**src/cbt_pkg.sv**
```systemverilog
// cbt_pkg: shared constants for the CAN bit-timing block.
// assumes: included before every module of the block.
package cbt_pkg;

  // ----------------------------------------------------------------
  // register map (word index; byte address = index * 4)
  // ----------------------------------------------------------------
  localparam logic [3:0] CBT_IDX_PRESCALE_JUMP = 4'h6;
  localparam logic [3:0] CBT_IDX_SEGMENTS      = 4'h7;
  localparam logic [3:0] CBT_IDX_CONTROL       = 4'h0;
  localparam logic [3:0] CBT_IDX_STATUS        = 4'h1;

  // ----------------------------------------------------------------
  // field positions
  // ----------------------------------------------------------------
  localparam int CBT_JUMP_LSB      = 6;
  localparam int CBT_PRESCALE_LSB  = 0;
  localparam int CBT_TRIPLE_BIT    = 7;
  localparam int CBT_SEG2_LSB      = 4;
  localparam int CBT_SEG1_LSB      = 0;
  localparam int CBT_RESET_REQ_BIT = 0;

  // ----------------------------------------------------------------
  // values after reset
  // ----------------------------------------------------------------
  localparam logic [7:0] CBT_RST_PRESCALE_JUMP = 8'h00;
  localparam logic [7:0] CBT_RST_SEGMENTS      = 8'h00;
  localparam logic       CBT_RST_RESET_REQ     = 1'b1;

  // ----------------------------------------------------------------
  // timing
  // ----------------------------------------------------------------
  localparam int         CBT_OSC_PER_QUANTUM_STEP = 2;
  localparam logic [7:0] CBT_ONE_QUANTUM          = 8'h01;

  typedef enum logic [1:0] {
    CBT_SYNC = 2'b00,
    CBT_SEG1 = 2'b01,
    CBT_SEG2 = 2'b11
  } cbt_phase_e;

  // length of a field that is stored as value minus one
  function automatic logic [7:0] cbt_len(input logic [5:0] v);
    return {2'b00, v} + 8'h01;
  endfunction

endpackage

```
**src/cbt_bit_timing.sv**
```systemverilog
// cbt_bit_timing: bit-timing registers and bit-period sequencer.
// assumes: classic wishbone master on clk_i; can_rx_i from a pin.
//
// What this block does
// - Both timing registers are reachable only while reset request is set.
// - Register 6 holds jump width in bits 7:6 and prescaler in bits 5:0.
// - A quantum lasts twice the oscillator period times prescaler plus one.
// - Bit timing resynchronises on each recessive-to-dominant bus edge outside the sync quantum.
// - One resynchronisation moves a bit by at most jump width plus one.
// - Register 7 holds triple sample in 7, segment two 6:4, one 3:0.
// - Triple sample takes three samples with majority, else one sample.
// - Segment one lasts its field plus one quanta and places the sample.
// - Segment two lasts its field plus one quanta.
`timescale 1ns/1ps
module cbt_bit_timing
  import cbt_pkg::*;
(
  // clock and reset
  input  wire logic       clk_i,
  input  wire logic       rst_i,
  // wishbone slave
  input  wire logic       cyc_i,
  input  wire logic       stb_i,
  input  wire logic       we_i,
  input  wire logic [5:2] adr_i,
  input  wire logic [3:0] sel_i,
  input  wire logic [31:0] dat_i,
  output logic [31:0]     dat_o,
  output logic            ack_o,
  // can bus
  input  wire logic       can_rx_i,
  // timing outputs
  output logic            quantum_tick_o,
  output logic            sample_point_o,
  output logic            sampled_bit_o,
  output logic            bit_start_o
);

  // ----------------------------------------------------------------
  // registers
  // ----------------------------------------------------------------
  logic [7:0] prescale_jump_ff;
  logic [7:0] segments_ff;
  logic       reset_req_ff;
  logic       req;
  logic       wr;
  logic       lane0;

  assign req   = cyc_i && stb_i && !ack_o;
  // the write lands at the edge where the master sees ack high
  assign wr    = cyc_i && stb_i && ack_o && we_i && sel_i[0];
  assign lane0 = reset_req_ff; // timing regs gated by reset request

  always_ff @(posedge clk_i)
  begin
    if (rst_i)
      ack_o <= 1'b0;
    else
      ack_o <= req;
  end

  always_ff @(posedge clk_i)
  begin
    if (rst_i)
      reset_req_ff <= CBT_RST_RESET_REQ;
    else if (wr && adr_i == CBT_IDX_CONTROL)
      reset_req_ff <= dat_i[CBT_RESET_REQ_BIT];
  end

  always_ff @(posedge clk_i)
  begin
    if (rst_i)
      prescale_jump_ff <= CBT_RST_PRESCALE_JUMP;
    else if (wr && lane0 && adr_i == CBT_IDX_PRESCALE_JUMP)
      prescale_jump_ff <= dat_i[7:0];
  end

  always_ff @(posedge clk_i)
  begin
    if (rst_i)
      segments_ff <= CBT_RST_SEGMENTS;
    else if (wr && lane0 && adr_i == CBT_IDX_SEGMENTS)
      segments_ff <= dat_i[7:0];
  end

  // ----------------------------------------------------------------
  // read data; locked timing registers read as zero
  // ----------------------------------------------------------------
  logic [7:0] rd;
  logic       idle;
  logic       busy_ff;

  always_comb
  begin
    rd = 8'h00;
    unique case (adr_i)
      CBT_IDX_CONTROL:       rd = {7'h00, reset_req_ff};
      CBT_IDX_STATUS:        rd = {7'h00, busy_ff};
      CBT_IDX_PRESCALE_JUMP: rd = lane0 ? prescale_jump_ff : 8'h00;
      CBT_IDX_SEGMENTS:      rd = lane0 ? segments_ff : 8'h00;
      default:               rd = 8'h00;
    endcase
  end

  always_ff @(posedge clk_i)
  begin
    if (rst_i)
      dat_o <= 32'h0000_0000;
    else if (req && !we_i)
      dat_o <= {24'h000000, rd};
  end

  always_ff @(posedge clk_i)
  begin
    if (rst_i)
      busy_ff <= 1'b0;
    else
      busy_ff <= !reset_req_ff;
  end

  assign idle = reset_req_ff;

  // ----------------------------------------------------------------
  // field decode
  // ----------------------------------------------------------------
  logic [5:0] quantum_prescaler;
  logic [1:0] resync_jump_width;
  logic       triple_sample_select;
  logic [3:0] segment_before_sample;
  logic [2:0] segment_after_sample;

  assign quantum_prescaler     = prescale_jump_ff[CBT_PRESCALE_LSB +: 6];
  assign resync_jump_width     = prescale_jump_ff[CBT_JUMP_LSB +: 2];
  assign triple_sample_select  = segments_ff[CBT_TRIPLE_BIT];
  assign segment_before_sample = segments_ff[CBT_SEG1_LSB +: 4];
  assign segment_after_sample  = segments_ff[CBT_SEG2_LSB +: 3];

  // ----------------------------------------------------------------
  // bus input synchroniser and edge detect
  // ----------------------------------------------------------------
  logic rx_meta_ff;
  logic rx_sync_ff;
  logic rx_prev_ff;
  logic fall_edge;

  always_ff @(posedge clk_i)
  begin
    if (rst_i)
    begin
      rx_meta_ff <= 1'b1;
      rx_sync_ff <= 1'b1;
      rx_prev_ff <= 1'b1;
    end
    else
    begin
      rx_meta_ff <= can_rx_i;
      rx_sync_ff <= rx_meta_ff;
      rx_prev_ff <= rx_sync_ff;
    end
  end

  assign fall_edge = rx_prev_ff && !rx_sync_ff;

  // ----------------------------------------------------------------
  // quantum prescaler
  // ----------------------------------------------------------------
  logic tick;

  cbt_prescaler u_prescaler (
    .clk_i      (clk_i),
    .rst_i      (rst_i),
    .run_i      (!idle),
    .prescale_i (quantum_prescaler),
    .tick_o     (tick)
  );

  // ----------------------------------------------------------------
  // bit-period sequencer
  // ----------------------------------------------------------------
  cbt_phase_e phase_ff;
  cbt_phase_e nxt_phase;
  logic [7:0] qcnt_ff;
  logic [7:0] nxt_qcnt;
  logic [7:0] seg1_len_ff;
  logic [7:0] nxt_seg1_len;
  logic       edge_seen_ff;
  logic       edge_hit;
  logic [7:0] sjw_len;
  logic [7:0] seg1_len;
  logic [7:0] seg2_len;
  logic       sample_now;
  logic       start_now;

  assign sjw_len  = cbt_len({4'h0, resync_jump_width});
  assign seg1_len = cbt_len({2'b00, segment_before_sample});
  assign seg2_len = cbt_len({3'b000, segment_after_sample});

  // an edge in the tick cycle itself must not be lost to the clear
  assign edge_hit = edge_seen_ff || fall_edge;

  always_ff @(posedge clk_i)
  begin
    if (rst_i || idle)
      edge_seen_ff <= 1'b0;
    else if (tick)
      edge_seen_ff <= 1'b0;
    else if (fall_edge)
      edge_seen_ff <= 1'b1;
  end

  // edges are acted on at the next quantum tick; hard sync not modelled
  always_comb
  begin
    nxt_phase    = phase_ff;
    nxt_qcnt     = qcnt_ff;
    nxt_seg1_len = seg1_len_ff;
    sample_now   = 1'b0;
    start_now    = 1'b0;
    if (tick)
    begin
      unique case (phase_ff)
        CBT_SYNC:
        begin
          nxt_phase    = CBT_SEG1;
          nxt_qcnt     = CBT_ONE_QUANTUM;
          nxt_seg1_len = seg1_len;
        end
        CBT_SEG1:
        begin
          if (edge_hit) // late edge lengthens
            nxt_seg1_len = seg1_len
              + ((qcnt_ff < sjw_len) ? qcnt_ff : sjw_len);
          if (qcnt_ff >= nxt_seg1_len)
          begin
            nxt_phase  = CBT_SEG2;
            nxt_qcnt   = CBT_ONE_QUANTUM;
            sample_now = 1'b1;
          end
          else
            nxt_qcnt = qcnt_ff + 8'h01;
        end
        CBT_SEG2:
        begin
          // early edge ends the bit only if that is within jump width
          if (edge_hit && (qcnt_ff + sjw_len > seg2_len))
          begin
            nxt_phase = CBT_SEG1;
            nxt_qcnt  = CBT_ONE_QUANTUM;
            nxt_seg1_len = seg1_len;
            start_now = 1'b1;
          end
          else if (qcnt_ff >= seg2_len)
          begin
            nxt_phase = CBT_SYNC;
            nxt_qcnt  = 8'h00;
            start_now = 1'b1;
          end
          else if (edge_hit) // shorten by jump width only
            nxt_qcnt = qcnt_ff + sjw_len + 8'h01;
          else
            nxt_qcnt = qcnt_ff + 8'h01;
        end
        default:
          nxt_phase = CBT_SYNC;
      endcase
    end
  end

  always_ff @(posedge clk_i)
  begin
    if (rst_i || idle)
    begin
      phase_ff    <= CBT_SYNC;
      qcnt_ff     <= 8'h00;
      seg1_len_ff <= 8'h01;
    end
    else
    begin
      phase_ff    <= nxt_phase;
      qcnt_ff     <= nxt_qcnt;
      seg1_len_ff <= nxt_seg1_len;
    end
  end

  always_ff @(posedge clk_i)
  begin
    if (rst_i)
    begin
      quantum_tick_o <= 1'b0;
      sample_point_o <= 1'b0;
      bit_start_o    <= 1'b0;
    end
    else
    begin
      quantum_tick_o <= tick;
      sample_point_o <= sample_now;
      bit_start_o    <= start_now;
    end
  end

  // ----------------------------------------------------------------
  // sampling
  // ----------------------------------------------------------------
  logic samp_bit;

  cbt_sampler u_sampler (
    .clk_i    (clk_i),
    .rst_i    (rst_i),
    .tick_i   (tick),
    .sample_i (sample_now),
    .triple_i (triple_sample_select),
    .rx_i     (rx_sync_ff),
    .bit_o    (samp_bit),
    .valid_o  ()
  );

  always_ff @(posedge clk_i)
  begin
    if (rst_i)
      sampled_bit_o <= 1'b1;
    else
      sampled_bit_o <= samp_bit;
  end

endmodule

```
**src/cbt_prescaler.sv**
```systemverilog
// cbt_prescaler: time-quantum tick generator.
// assumes: prescale value is stable while the controller runs.
`timescale 1ns/1ps
module cbt_prescaler
  import cbt_pkg::*;
(
  // clock and reset
  input  wire logic       clk_i,
  input  wire logic       rst_i,
  // control
  input  wire logic       run_i,
  input  wire logic [5:0] prescale_i,
  // quantum tick
  output logic            tick_o
);

  // ----------------------------------------------------------------
  // quantum = 2 * oscillator period * (prescale + 1)
  // ----------------------------------------------------------------
  logic [6:0] cnt_ff;
  logic [6:0] last;

  assign last = 7'(CBT_OSC_PER_QUANTUM_STEP * (int'(prescale_i) + 1) - 1);

  always_ff @(posedge clk_i)
  begin
    if (rst_i || !run_i || cnt_ff >= last)
      cnt_ff <= 7'h00;
    else
      cnt_ff <= cnt_ff + 7'h01;
  end

  always_ff @(posedge clk_i)
  begin
    if (rst_i)
      tick_o <= 1'b0;
    else
      tick_o <= run_i && cnt_ff >= last;
  end

endmodule

```
**src/cbt_sampler.sv**
```systemverilog
// cbt_sampler: single or majority-of-three bus sampling.
// assumes: rx_i already synchronised to clk_i.
`timescale 1ns/1ps
module cbt_sampler
  import cbt_pkg::*;
(
  // clock and reset
  input  wire logic clk_i,
  input  wire logic rst_i,
  // sampling
  input  wire logic tick_i,
  input  wire logic sample_i,
  input  wire logic triple_i,
  input  wire logic rx_i,
  // result
  output logic      bit_o,
  output logic      valid_o
);

  // ----------------------------------------------------------------
  // history of the bus level at the last quantum ticks
  // ----------------------------------------------------------------
  logic [1:0] hist_ff;

  always_ff @(posedge clk_i)
  begin
    if (rst_i)
      hist_ff <= 2'b11;
    else if (tick_i)
      hist_ff <= {hist_ff[0], rx_i};
  end

  always_ff @(posedge clk_i)
  begin
    if (rst_i)
      bit_o <= 1'b1;
    else if (sample_i)
    begin
      if (triple_i)
        bit_o <= (hist_ff[0] & hist_ff[1]) | (hist_ff[0] & rx_i)
               | (hist_ff[1] & rx_i);
      else
        bit_o <= rx_i;
    end
  end

  always_ff @(posedge clk_i)
  begin
    if (rst_i)
      valid_o <= 1'b0;
    else
      valid_o <= sample_i;
  end

endmodule

```
**config.mk**
```make
export PLATFORM = sky130hd
export DESIGN_NAME = cbt_bit_timing
export DESIGN_NICKNAME = d
export VERILOG_FILES = /design/src/cbt_pkg.sv /design/src/cbt_bit_timing.sv /design/src/cbt_prescaler.sv /design/src/cbt_sampler.sv
export SDC_FILE = /design/constraint.sdc
export NUM_CORES = 1
export LEC_CHECK = 0
export BUFFER_PORTS_ARGS = -buffer_cell sky130_fd_sc_hd__buf_2
export CORE_MARGIN = 5
export CORE_UTILIZATION = 45
export DETAILED_ROUTE_END_ITERATION = 8
export MAX_ROUTING_LAYER = met4
export PLACE_DENSITY_LB_ADDON = 0.15
export SLEW_MARGIN = 20
export SYNTH_ARGS = -nofsm -noshare
export SYNTH_HDL_FRONTEND = slang
export SYNTH_SLANG_ARGS = --single-unit
```
**constraint.sdc**
```tcl
create_clock -name clk_i -period 3.88 [get_ports clk_i]
set_input_delay 0.388 -clock clk_i [delete_from_list [all_inputs] [get_ports clk_i]]
set_output_delay 0.388 -clock clk_i [all_outputs]
set_load 0.02 [all_outputs]
```
# == Yosys cells after proc, flatten, opt, wreduce, memory -nomap -nowiden ==
# Cells that the tools add are included.
# word_totals
ff_bits,64
input_bits,46
out_inout_bits,37
wordCells,103
# op_classes
addsub,10
reduce_logical,28
eq_ne,8
bitwise_logic,7
n_mux,24
order_cmp,5
# ops
operator,count
2-to-1 mux 8 bit,11
one-hot mux 8 bit (3 select lines),2
one-hot mux 8 bit (4 select lines),1
"adder 8 x 1 -> 8 bit, second input constant",2
logical AND 1 bit,13
adder 5 x 8 -> 8 bit,1
adder 8 x 3 -> 8 bit,1
"equality test 4 x 3 -> 1 bit, second input constant",2
greater-or-equal comparator 8 x 4 -> 1 bit,1
greater-or-equal comparator 8 bit,1
greater-than comparator 8 x 4 -> 1 bit,1
less-than comparator 8 x 3 -> 1 bit,1
"adder 7 x 1 -> 7 bit, second input constant",1
greater-or-equal comparator 7 bit,1
"subtractor 7 x 2 -> 7 bit, second input constant",1
"adder 6 x 1 -> 6 bit, second input constant",1
2-to-1 mux 1 bit,6
2-to-1 mux 2 bit,3
one-hot mux 2 bit (3 select lines),1
AND reduction 3 bit,2
"adder 4 x 1 -> 5 bit, second input constant",1
"adder 3 x 1 -> 4 bit, second input constant",1
"equality test 4 x 1 -> 1 bit, second input constant",1
zero test 1 bit,4
other kinds (15),22

# == Logic depth before layout (Yosys ltp) ==
# Gate-level depths: netlist (run 1).
# logic_depth
depth_word,11
depth_mapped,20
ltp_nobuf,20

# == Cells and area by module ==
# A second synthesis (run 1) with hierarchy kept.
# unflattened
hier_cells,510
area_unflattened_um2,4300.4
# modules_own_cells
mod,instances,seq_area_each_um2,area_per_inst_um2,cells_each
cbt_bit_timing,1,1061.0,3589.7,429
cbt_prescaler,1,160.2,559.3,66
cbt_sampler,1,80.1,151.4,15

# == Worst setup path after synthesis (run 1) ==
# No wires, ideal clock.
# synth_path
kind,reg2reg
startpoint,register prescale_jump_ff[6]
endpoint,register qcnt_ff[3]
stages_incl_launch_ff,20
setup_ns,0.086
path_slack_ns,-0.418
synth_period_minus_slack_ns,4.298
path_buffers,0
arrival_time_ns,4.212
t_required_ns,3.794
path_cell_list,dfxtp_1 -> ha_1 -> inv_1 -> ha_1 -> o21bai_1 -> a2111oi_2 -> a21oi_1 -> ha_1 -> fa_1 -> a21o_1 -> a21oi_1 -> xnor2_1 -> mux2i_1 -> ha_1 -> and4_1 -> o21ai_0 -> inv_1 -> a21boi_1 -> a21boi_0 -> a221oi_2
# synth_via
elab_chain_cells,10
word_cells_on_any_way,17
cone_classes,4 x add/sub; 3 x order compare; 9 x mux; 1 x reduce/logical
# synth_rtl
item,line,text
start: declaration,cbt_bit_timing.sv:42,logic [7:0] prescale_jump_ff;
start signal: assignment,cbt_bit_timing.sv:75,prescale_jump_ff <= dat_i[7:0];
adder 2 x 1 -> 3 bit *,cbt_pkg.sv:44,"return {2'b00, v} + 8'h01;"
less-than comparator 8 x 3 -> 1 bit,cbt_bit_timing.sv:232,+ ((qcnt_ff < sjw_len) ? qcnt_ff : sjw_len);
2-to-1 mux 8 bit,cbt_bit_timing.sv:232,
adder 5 x 8 -> 8 bit,cbt_bit_timing.sv:232,
2-to-1 mux 8 bit,cbt_bit_timing.sv:230,if (edge_hit)
2-to-1 mux 8 bit,cbt_bit_timing.sv:221,unique case (phase_ff)
2-to-1 mux 8 bit,cbt_bit_timing.sv:219,if (tick)
greater-or-equal comparator 8 bit,cbt_bit_timing.sv:233,if (qcnt_ff >= nxt_seg1_len)
2-to-1 mux 8 bit,cbt_bit_timing.sv:233,
one-hot mux 8 bit (3 select lines) *,cbt_bit_timing.sv:221,
end signal: assignment,cbt_bit_timing.sv:280,qcnt_ff <= nxt_qcnt;
end: declaration,cbt_bit_timing.sv:182,logic [7:0] qcnt_ff;
# Mark *: on every way between the ends. The rest lies on a longest branch, timed or not. The select of a mux whose other input is x is not followed.
# A chain may end at the register's enable or synchronous reset.

# == Final worst setup path (run 1) ==
# layout_path
startpoint,register prescale_jump_ff[7]
endpoint,register qcnt_ff[4]
# Same word-level chain as after synthesis.

==> results of run 1 <==
==> critical path, cell delays in order (launching register included) <==
cell and delay, ns:
dfxtp_2 0.34, ha_4 0.30, inv_4 0.04, ha_4 0.14, o21bai_4 0.17, a2111oi_4 0.32
buf_4 0.18, a21oi_2 0.05, ha_2 0.18, fa_2 0.35, a21o_1 0.20, a21oi_2 0.16
xnor2_1 0.13, mux2i_1 0.12, ha_2 0.34, and4_1 0.19, o21ai_2 0.07, inv_2 0.10
a21boi_4 0.09, buf_6 0.13, a22o_1 0.17, o21a_1 0.17
==> stage by stage <==
stage,TNS [ns],std cells
2_1_floorplan,-0.0641,530
3_3_place_gp,-2.00,679
3_5_place_dp,-2.89,679
4_1_cts,-1.47,700
5_1_grt,-3.23,703
6_report,-1.12,703
==> routing by layer <==
metal	global-route usage, %	share of wire (%)
met5	-	0
met3	3.36	4.0
met4	5.11	1.3
met2	32.5	49
met1	24.8	45
==> kinds of logic (layout without fill, tap and decap cells) <==
logic type,count (synthesis),count (layout)
buffers and inverters,63,107
XOR/XNOR,25,25
flip-flops,64,64
AND/OR/NAND/NOR,173,173
AO/OA/AOI/OAI,108,108
other,1,26
adder cells (fa/ha/maj),43,43
multiplexers,28,28
==> flip-flops by register name, indices dropped and copies added (netlist names), 2 cells and up <==
signal	count
dat_o	8
phase_ff	2
seg1_len_ff	8
segments_ff	8
u_sampler.hist_ff	2
u_prescaler.cnt_ff	7
prescale_jump_ff	8
qcnt_ff	8
==> where the power goes <==
| group | internal (W) | leakage (nW) | switching, W | total (W) |
|---|---|---|---|---|
| Combinational | 0.0000243 | 1.45 | 0.0000562 | 0.0000805 |
| Sequential | 0.000658 | 0.517 | 0.00000110 | 0.000659 |
| Clock | 0.000448 | 0.123 | 0.000284 | 0.000732 |
| Total | 0.00113 | 2.09 | 0.000342 | 0.00147 |
==> cells in the mapped netlist (10+ instances only) <==
library cell	instances
dfxtp_1	64
nor2_1	54
ha_1	41
nand2_1	41
mux2i_1	28
buf_4	24
o21ai_0	23
a21oi_1	22
inv_1	21
nand3_1	16
nor3_1	16
xnor2_1	16
clkbuf_1	12
nor2b_1	10
==> worst min path at each step <==
stage,to
CTS,rx_meta_ff$_SDFF_PP1_
global route,rx_meta_ff$_SDFF_PP1_
global placement,rx_sync_ff$_SDFF_PP1_
finish,rx_meta_ff$_SDFF_PP1_
detailed placement,rx_sync_ff$_SDFF_PP1_
floorplan,rx_sync_ff$_SDFF_PP1_
==> timing repair <==
item / CTS / global route
gates cloned: 0 / 0
resized for setup: 32 / 8
setup endpoints to repair: 11 / 11
setup buffers: 6 / 3
pin swaps: 22 / 20
==> area by class of cell <==
type                       instances  area, µm²  area share (%)
multi-input combinational        403       2920            56.6
sequential                        64       1280            24.9
timing repair buffer              69        455            8.83
tap                              129        161            3.13
clock buffer                      10        138            2.67
clock inverter                     6        115            2.23
inverter                          22       85.1            1.65
==> summary.txt, run 1 <==
Outcome
  – Status: finished with violations
  – Failing checks: setup timing

Detailed routing
  – Antenna Nets Post-Route: 0
  – Routed vias: 3752
  – Drt drc: 0
  – Vias per inst: 5.34
  – Wirelength per Cell: 15.2 µm
  – Total Wirelength: 10700 µm
  – DR pass1 iterations: 7
  – Initial DRC Count: around 140

Placement
  – Area after DPL: 4680 µm²
  – Placement Setup Slack: -0.378 ns
  – PortBufs: 31
  – Post-detail-place hpwl: 7790 µm
  – GPL Wtd Cong: 0.873

Logic synthesis
  – Simple-gate area share of the yosys netlist: 19.7%
  – Yosys top cell area share: 30.1%
  – Largest area contributor in the netlist: dfxtp_1
  – Largest family of logic cells by synthesized area: simple AND/OR/NAND/NOR gates
  – Most area-consuming cells after synthesis: dfxtp_1 30%, ha_1 12%, mux2i_1 6.6%
  – Seq cells post-synth: 64
  – Synth Flop Type: dfxtp_1
  – Post-synthesis sequential area ratio: 30.1%
  – Post-synthesis mux area share: 6.58%
  – Synth Cell Area: 4260 µm²
  – Adder-Cell Fraction of Synth Area: 13.0%
  – Post-synth ARST share: 0%
  – Compound-Gate Fraction of Synth Area: 17.7%
  – Mapped Cells: 505
  – Area share of xor/xnor cells in the synthesized design: ~5%
  – Yosys warning count: 0
  – Count of cell types in the netlist: 63
  – Syn Area/Cell: around 8.4 µm²
  – Post-synth EDFFs: 0

Clock network
  – Clock buffer count from CTS: 9
  – CTS tree: built
  – Hold Buf Count CTS: 0
  – CTS root buf: clkbuf_8
  – Total clock sinks: 64
  – Clock Tree Buf Depth: 2
  – Later-pin clock latency in the skew report: 0.34 ns
  – H-Tree Level Count: 3
  – CTS clk-pin slew, worst paths: 0.08 ns

Pwr
  – Pwr Density: between 200 and 300 nW/µm²
  – Power, Total: 0.00147 W
  – Pleak: 2.09 nW
  – Worst vdd ir: around 0.00018 V

Setup path
  – CP required: approximately 4.1 ns
  – CP endpoint: qcnt_ff[4]$_SDFFE_PP0P_
  – R2r worst-path depth: 21
  – Worst r2r src: prescale_jump_ff[7]$_SDFFE_PP0P_
  – CP Max Fanout: 4
  – R2r setup slk: -0.15 ns
  – Reg-to-reg endpoint: qcnt_ff[4]$_SDFFE_PP0P_
  – Crit start category: flop
  – Setup CP Type: flop to flop
  – Worst setup EP type: flop
  – Data arrival, critical path: 4.27 ns
  – Crit path launch: prescale_jump_ff[7]$_SDFFE_PP0P_

STA
  – Worst-Margin Slew: 0.822 ns
  – RSZ-0062 raised after global routing: true
  – Worst Setup Slack, final: -0.149 ns
  – # setup viols final: 10
  – FMAX: 0.248 GHz
  – WHS: about 0.24 ns
  – Post-route minimum period: 4.03 ns
  – Layout Skew: 0.0164 ns
  – Max Slew Vio Count: 0
  – Final Cycle Share: 104%
  – Slew headroom: between 40 and 50%
  – Final hold viol count: 0

Worst hold path
  – Hold depth: 2
  – Worst Hold Class: input port to flop
  – Hold path startpoint: can_rx_i

Global route
  – Largest net degree at the start of global routing: 36
  – Antenna violations before repair: 0
  – Gr ovfl total: 0
  – GRT Overall Usage: a little under 20%
  – First-pass GRT wire length: 17500 µm
  – Vias in the first global route: between 3000 and 4000

Die
  – Initial Util: between 40% and 50%
  – Row count: 35
  – I/O Pins: 83
  – Core area: 9240 µm²
  – Die height: 107 µm
  – Die X: 107 µm
  – Die area: around 12000 µm²

Final layout
  – Leading cell type in the layout, fill and taps excluded: dfxtp_1
  – P&R area growth vs syn: 21.0%
  – Layout cells sized above 1: 23.2%
  – Fill cells: 852
  – Nets: 658
  – Most frequent cells in the layout: 62 x dfxtp_1, 53 x nor2_1, 41 x nand2_1
  – Fin area: 5160 µm²
  – Ant diodes: 0
  – Post-layout util: 55.8%

Job
  – MaxCap Viol Count: 0
No activity file was read; power rests on OpenSTA's default activity.
==> run 2, diff against run 1 <==
--- a/config.mk
+++ b/config.mk
@@ -11,6 +11,7 @@
 export DETAILED_ROUTE_END_ITERATION = 8
 export MAX_ROUTING_LAYER = met4
 export PLACE_DENSITY_LB_ADDON = 0.15
+export SETUP_SLACK_MARGIN = 0.4
 export SLEW_MARGIN = 20
 export SYNTH_ARGS = -nofsm -noshare
 export SYNTH_HDL_FRONTEND = slang
==> run 2 against run 1 <==
Compared with the run above:
- critical path depth unchanged
- final area up 2.0%
- non-clock buffer count up 7
- the run still ends with setup timing left
- sequential cell count unchanged
- first-iteration DRC count up 11%
==> summary.txt, run 2 (synthesis results as in run 1) <==
Outcome
  – Failing checks: setup timing
  – Status: finished with violations

Die
  – Die X: 107 µm (unchanged)
  – Die height: 107 µm (unchanged)
  – Core area: 9240 µm² (unchanged)
  – Die area: 11500 µm² (unchanged)
  – I/O Pins: 83 (unchanged)
  – Initial Util: 46.1% (unchanged)
  – Row count: 35 (unchanged)

Setup path
  – Critical Path, Cell by Cell: ha_4 > inv_4 > ha_4 > o21bai_4 > a2111oi_4 > buf_4 > o21ai_4 > buf_6 > fa_2 > a21o_1 > a21oi_2 > xnor2_1 > mux2i_1 > ha_2 > and4_1 > o21ai_2 > inv_2 > a21boi_4 > buf_6 > nand2_1 > a31oi_1
  – Crit path launch: prescale_jump_ff[6]$_SDFFE_PP0P_
  – Worst setup EP type: flop
  – Crit start category: flop
  – Slowest stage delay, CP: 0.39 ns (+0.04 ns)
  – R2r worst-path depth: 21 (unchanged)
  – CP required: 4.17 ns (+0.05 ns)
  – CP endpoint: qcnt_ff[7]$_SDFFE_PP0P_
  – Worst r2r src: prescale_jump_ff[6]$_SDFFE_PP0P_
  – Slowest cell on the critical path: a2111oi_4
  – R2r setup slk: -0.20 ns (-0.05 ns)
  – Setup CP Type: flop to flop
  – CP Max Fanout: 6 (+2)
  – Data arrival, critical path: 4.36 ns (+0.09 ns)
  – Reg-to-reg endpoint: qcnt_ff[7]$_SDFFE_PP0P_

Placement
  – GPL Wtd Cong: 0.867 (-0.66%)
  – PortBufs: 31 (unchanged)
  – Post-detail-place hpwl: 8000 µm (+2.7%)
  – Area after DPL: 4690 µm² (+0.24%)

Global route
  – First-pass GRT wire length: 17500 µm (+0.16%)
  – Vias in the first global route: 3561 (-0.17%)
  – Gr ovfl total: 0 (unchanged)
  – Antenna violations before repair: 0 (unchanged)
  – Largest net degree at the start of global routing: 36 (unchanged)
  – GRT Overall Usage: 19.6% (-0.023 points)

Final layout
  – Leading cell type in the layout, fill and taps excluded: dfxtp_1
  – Ant diodes: 0 (unchanged)
  – Most frequent cells in the layout: 61 x dfxtp_1, 54 x nor2_1, 40 x nand2_1
  – Nets: 665 (+1.1%)
  – Layout cells sized above 1: 25.1% (+2.0 points)
  – Fin area: 5260 µm² (+2.0%)
  – P&R area growth vs syn: 23.5%
  – Fill cells: 868 (+1.9%)

Detailed routing
  – Routed vias: 3732 (-0.53%)
  – Initial DRC Count: 160 (+11%)
  – Drt drc: 0 (unchanged)
  – Antenna Nets Post-Route: 0 (unchanged)
  – DR pass1 iterations: 4 (-3)
  – Wirelength per Cell: 15.4 µm (+1.3%)
  – Total Wirelength: 11000 µm (+2.3%)
  – Vias per inst: 5.26 (-1.5%)

STA
  – Max Slew Vio Count: 0 (unchanged)
  – FMAX: 0.245 GHz (-1.2%)
  – Layout Skew: 0.0145 ns (-0.00190 ns)
  – Worst-Margin Slew: 0.814 ns (-0.00769 ns)
  – Worst Setup Slack, final: -0.196 ns (-0.0469 ns)
  – RSZ-0062 raised after global routing: true
  – Final Cycle Share: 105% (+1.2 points)
  – Final hold viol count: 0 (unchanged)
  – Post-route minimum period: 4.08 ns (+0.0469 ns)
  – Slew headroom: 45.4% (+0.52 points)
  – # setup viols final: 16 (+6)

Pwr
  – Worst vdd ir: 0.000207 V (+13%)
  – Pleak: 2.13 nW (+1.6%)
  – Power, Total: 0.00134 W (-9.2%)
  – Pwr Density: 254 nW/µm² (-11%)

Clock network
  – CTS clk-pin slew, worst paths: 0.08 ns (about the same)
  – Later-pin clock latency in the skew report: 0.36 ns (+0.02 ns)
  – Clock buffer count from CTS: 9 (unchanged)
  – H-Tree Level Count: 3 (unchanged)
  – Total clock sinks: 64 (unchanged)
  – Clock Tree Buf Depth: 2 (unchanged)
  – CTS root buf: clkbuf_8
  – CTS tree: built

Worst hold path
  – Worst Hold Class: input port to flop

Job
  – MaxCap Viol Count: 0 (unchanged)
## run 2: worst max-delay path: cells and delay by family, from the launching register on
family	cells	cell delay, ns
compound gates	8	1.44
fa+ha+maj	4	1.11
buf+inv	5	0.61
flops	1	0.34
mux	1	0.22
simple gates	2	0.21
xor+xnor	1	0.09
## run 2: power by group
part	switching, W	total (W)	internal, W	leakage [nW]
registers	0.00000109	0.000659	0.000658	0.518
clock network	0.000298	0.000600	0.000302	0.0960
logic	0.0000548	0.0000770	0.0000222	1.51
total	0.000354	0.00134	0.000982	2.13
## run 2: area by class of cell
class / count / area, µm² / area share (%)
multi-input cells: 403 / 2980 / 56.6
inverters: 22 / 85.1 / 1.62
well taps: 129 / 161 / 3.07
clock inverters: 7 / 80.1 / 1.52
clock buffers: 9 / 124 / 2.35
flip-flops and latches: 64 / 1280 / 24.4
repair buffers: 76 / 546 / 10.4
## run 2: how the worst min path moves through the flow
stage	from	end	slack, ns	cells after the start
2_1_floorplan	rx_meta_ff$_SDFF_PP1_	rx_sync_ff$_SDFF_PP1_	0.39	1
3_3_place_gp	rx_meta_ff$_SDFF_PP1_	rx_sync_ff$_SDFF_PP1_	0.39	1
3_5_place_dp	rx_meta_ff$_SDFF_PP1_	rx_sync_ff$_SDFF_PP1_	0.40	1
4_1_cts	can_rx_i	rx_meta_ff$_SDFF_PP1_	0.21	2
5_1_grt	can_rx_i	rx_meta_ff$_SDFF_PP1_	0.23	2
6_report	can_rx_i	rx_meta_ff$_SDFF_PP1_	0.22	2
## run 2: what timing repair did
action / 4_1_cts / 5_1_grt
hold buffers: 0 / 0
setup buffers: 6 / 10
cloned: 0 / 0
gates resized for setup: 15 / 37
endpoints found under the setup margin: 11 / 21
pin swaps: 9 / 26
## run 2: per-stage QoR
step	worst slack, ns	setup TNS (ns)	cells	hold slack, ns	utilization [%]
detailed placement	-0.290	-2.47	678	0.400	50.8
CTS	-0.249	-2.13	700	0.214	54.2
finish	-0.196	-1.73	710	0.223	56.9
global placement	-0.239	-1.78	678	0.392	50.8
global route	-0.396	-4.84	710	0.227	56.9
floorplan	0.00401	0	530	0.389	-
## run 2: metal layers
| metal | global-route usage [%] | share of wire [%] | vias to the layer above |
|---|---|---|---|
| li1 | - | - | 1886 |
| met1 | 24.8 | 45 | 1752 |
| met2 | 32.3 | 49 | 77 |
| met3 | 3.18 | 4.0 | 17 |
| met4 | 5.57 | 1.7 | 0 |
| met5 | - | 0 | - |
==> run 3, diff against run 2 <==
--- a/config.mk
+++ b/config.mk
@@ -11,6 +11,7 @@
 export DETAILED_ROUTE_END_ITERATION = 8
 export MAX_ROUTING_LAYER = met4
 export PLACE_DENSITY_LB_ADDON = 0.15
+export RECOVER_POWER = 25
 export SETUP_SLACK_MARGIN = 0.4
 export SLEW_MARGIN = 20
 export SYNTH_ARGS = -nofsm -noshare
==> constraint.sdc (replaced) <==
create_clock -name clk_i -period 3.88 [get_ports clk_i]
set_input_delay 0.776 -clock clk_i [delete_from_list [all_inputs] [get_ports clk_i]]
set_output_delay 0.776 -clock clk_i [all_outputs]
set_load 0.02 [all_outputs]
==> run 3 against run 2 <==
Compared with the run above:
- combinational power grew 0.5%
- clock skew is essentially flat
- worst setup slack lost 0.074 ns
- first-iteration DRC count shrank 15%
- fmax shrank 1.8%
- largest power group unchanged
- total power shrank 0.99%
- final area shrank 3.9%
- critical path type unchanged
- sequential share of layout area grew 1.0 points
- sequential power is essentially flat
- routed wire length shrank 3.7%
- the run still ends with setup timing left
- sequential cell count is the same
- global-route usage shrank 0.21 points
==> summary.txt, run 3 (synthesis results as in run 1) <==
Outcome
  – Status: finished with violations
  – Failing checks: setup timing

Clock network
  – CTS clk-pin slew, worst paths: 0.08 ns (about the same)
  – Clock Tree Buf Depth: 2 (unchanged)
  – CTS tree: built
  – Total clock sinks: 64 (unchanged)
  – H-Tree Level Count: 3 (unchanged)
  – Clock buffer count from CTS: 9 (unchanged)
  – CTS root buf: clkbuf_8
  – Later-pin clock latency in the skew report: 0.35 ns (about the same)

Setup path
  – Reg-to-reg endpoint: qcnt_ff[4]$_SDFFE_PP0P_
  – Worst r2r src: prescale_jump_ff[7]$_SDFFE_PP0P_
  – Data arrival, critical path: 4.40 ns (+0.04 ns)
  – Worst setup EP type: flop
  – R2r setup slk: -0.27 ns (-0.07 ns)
  – Setup CP Type: flop to flop
  – CP required: 4.13 ns (-0.04 ns)
  – R2r worst-path depth: 21 (unchanged)
  – Crit start category: flop
  – CP Max Fanout: 4 (-2)

STA
  – Final hold viol count: 0 (unchanged)
  – Post-route minimum period: 4.15 ns (+0.0744 ns)
  – Worst Setup Slack, final: -0.270 ns (-0.0744 ns)
  – Layout Skew: 0.0144 ns (-0.000115 ns)
  – Final Cycle Share: 107% (+1.9 points)
  – Slew headroom: 2.25% (-43 points)
  – RSZ-0062 raised after global routing: true
  – WHS: 0.416 ns (+0.194 ns)
  – # setup viols final: 11 (-5)
  – FMAX: 0.241 GHz (-1.8%)
  – Max Slew Vio Count: 0 (unchanged)
  – Worst-Margin Slew: 1.47 ns (+0.652 ns)

Placement
  – Placed Cells incl. Taps: 680 (+0.29%)
  – GPL Wtd Cong: 0.853 (-1.6%)
  – PortBufs: 31 (unchanged)
  – Post-detail-place hpwl: 7780 µm (-2.7%)

Global route
  – GRT Overall Usage: 19.4% (-0.21 points)
  – Largest net degree at the start of global routing: 36 (unchanged)
  – GR Util met3: 3.30% (+0.12 points)
  – Antenna violations before repair: 0 (unchanged)
  – Met2 capacity usage during global routing: 30.9% (-1.4 points)
  – Gr ovfl total: 0 (unchanged)
  – Global-route layer with the greatest usage: met2
  – First-pass GRT wire length: 17000 µm (-2.8%)
  – Vias in the first global route: 3395 (-4.7%)
  – Grt met1 use: 25.4% (+0.55 points)

Worst hold path
  – Hold depth: 1 (-1)
  – Worst Hold Class: flop to flop
  – Hold path startpoint: rx_meta_ff$_SDFF_PP1_
  – Hold Crit Endpoint: rx_sync_ff$_SDFF_PP1_

Detailed routing
  – Wirelength per Cell: 15.1 µm (-2.2%)
  – Routed vias: 3642 (-2.4%)
  – Initial DRC Count: 136 (-15%)
  – Antenna Nets Post-Route: 0 (unchanged)
  – Drt drc: 0 (unchanged)
  – Total Wirelength: 10600 µm (-3.7%)
  – DR pass1 iterations: 4 (unchanged)
  – Vias per inst: 5.21 (-0.88%)

Pwr
  – Pwr Density: 262 nW/µm² (+3.0%)
  – Worst vdd ir: 0.000209 V (+1.1%)
  – Pleak: 2.01 nW (-5.3%)

Die
  – Initial Util: 46.1% (unchanged)
  – Die area: 11500 µm² (unchanged)
  – I/O Pins: 83 (unchanged)
  – Die X: 107 µm (unchanged)
  – Row count: 35 (unchanged)
  – Die height: 107 µm (unchanged)
  – Core area: 9240 µm² (unchanged)

Job
  – MaxCap Viol Count: 0 (unchanged)

Final layout
  – Non-filler cells, final: 699 (-1.5%)
  – Most frequent cells in the layout: 61 x dfxtp_1, 53 x nor2_1, 41 x nand2_1
  – Layout cells sized above 1: 21.4% (-3.7 points)
  – Leading cell type in the layout, fill and taps excluded: dfxtp_1
  – Fill cells: 878 (+1.2%)
  – P&R area growth vs syn: 18.6%
  – Nets: 654 (-1.7%)
  – Ant diodes: 0 (unchanged)
==> run 3: layout make-up <==
class | count | area (µm²) | area share [%]
clock inverter | 7 | 71.3 | 1.41
tap | 129 | 161 | 3.19
sequential | 64 | 1290 | 25.5
multi-input combinational | 403 | 2920 | 57.8
timing repair buffer | 65 | 407 | 8.04
inverter | 22 | 85.1 | 1.68
clock buffer | 9 | 124 | 2.45
==> run 3: critical path, cell delays in order, from the launching register on <==
cell and delay (ns):
dfxtp_4 0.36, ha_4 0.30, inv_4 0.04, ha_4 0.14
o21bai_4 0.17, a2111oi_4 0.43, buf_4 0.23, o21ai_4 0.06
buf_6 0.11, fa_2 0.35, a21o_1 0.20, a21oi_2 0.14
xnor2_1 0.13, mux2i_1 0.13, ha_2 0.34, and4_1 0.18
o21ai_2 0.07, inv_2 0.09, a21boi_4 0.08, buf_4 0.14
a22o_1 0.18, o21a_1 0.16
==> run 3: through the flow <==
| stage | utilization (%) | area (µm²) | setup slack, ns | power (W) | setup TNS (ns) |
|---|---|---|---|---|---|
| 3_3_place_gp | 50.9 | 4710 | -0.291 | 0.000749 | -2.65 |
| 5_1_grt | 54.7 | 5060 | -0.497 | 0.00138 | -4.93 |
| 6_report | 54.7 | 5060 | -0.270 | 0.00132 | -2.41 |
| 3_5_place_dp | 50.9 | 4710 | -0.396 | 0.000750 | -3.63 |
| 4_1_cts | 53.8 | 4970 | -0.275 | 0.00134 | -2.45 |
| 2_1_floorplan | - | 4420 | 0.00401 | 0.000748 | 0 |
==> run 3: metal layers <==
| metal | share of wire (%) | up-vias |
|---|---|---|
| met2 | 48 | 69 |
| li1 | - | 1863 |
| met5 | 0 | - |
| met1 | 46 | 1692 |
| met4 | 1.3 | 0 |
| met3 | 4.8 | 18 |
==> run 3: what timing repair did <==
item                       in CTS  in global routing
resized for setup              13                 17
buffers inserted                0                  3
hold buffers                    0                  0
setup endpoints to repair      11                 17
pin swaps                       7                  5
==> run 3: where the power goes <==
| part | switching (W) | internal (W) | leakage [nW] |
|---|---|---|---|
| clock | 0.000290 | 0.000297 | 0.0916 |
| combinational | 0.0000553 | 0.0000221 | 1.40 |
| sequential | 0.00000113 | 0.000657 | 0.518 |
| total | 0.000347 | 0.000976 | 2.01 |
==> run 3: worst max path at each step <==
| stage | endpoint | startpoint | slack, ns |
|---|---|---|---|
| 2_1_floorplan | qcnt_ff[3]$_SDFFE_PP0P_ | qcnt_ff[6]$_SDFFE_PP0P_ | 0.004 |
| 3_3_place_gp | qcnt_ff[3]$_SDFFE_PP0P_ | prescale_jump_ff[7]$_SDFFE_PP0P_ | -0.29 |
| 3_5_place_dp | qcnt_ff[4]$_SDFFE_PP0P_ | prescale_jump_ff[7]$_SDFFE_PP0P_ | -0.40 |
| 4_1_cts | qcnt_ff[4]$_SDFFE_PP0P_ | prescale_jump_ff[7]$_SDFFE_PP0P_ | -0.27 |
| 5_1_grt | qcnt_ff[4]$_SDFFE_PP0P_ | prescale_jump_ff[7]$_SDFFE_PP0P_ | -0.50 |
| 6_report | qcnt_ff[4]$_SDFFE_PP0P_ | prescale_jump_ff[7]$_SDFFE_PP0P_ | -0.27 |
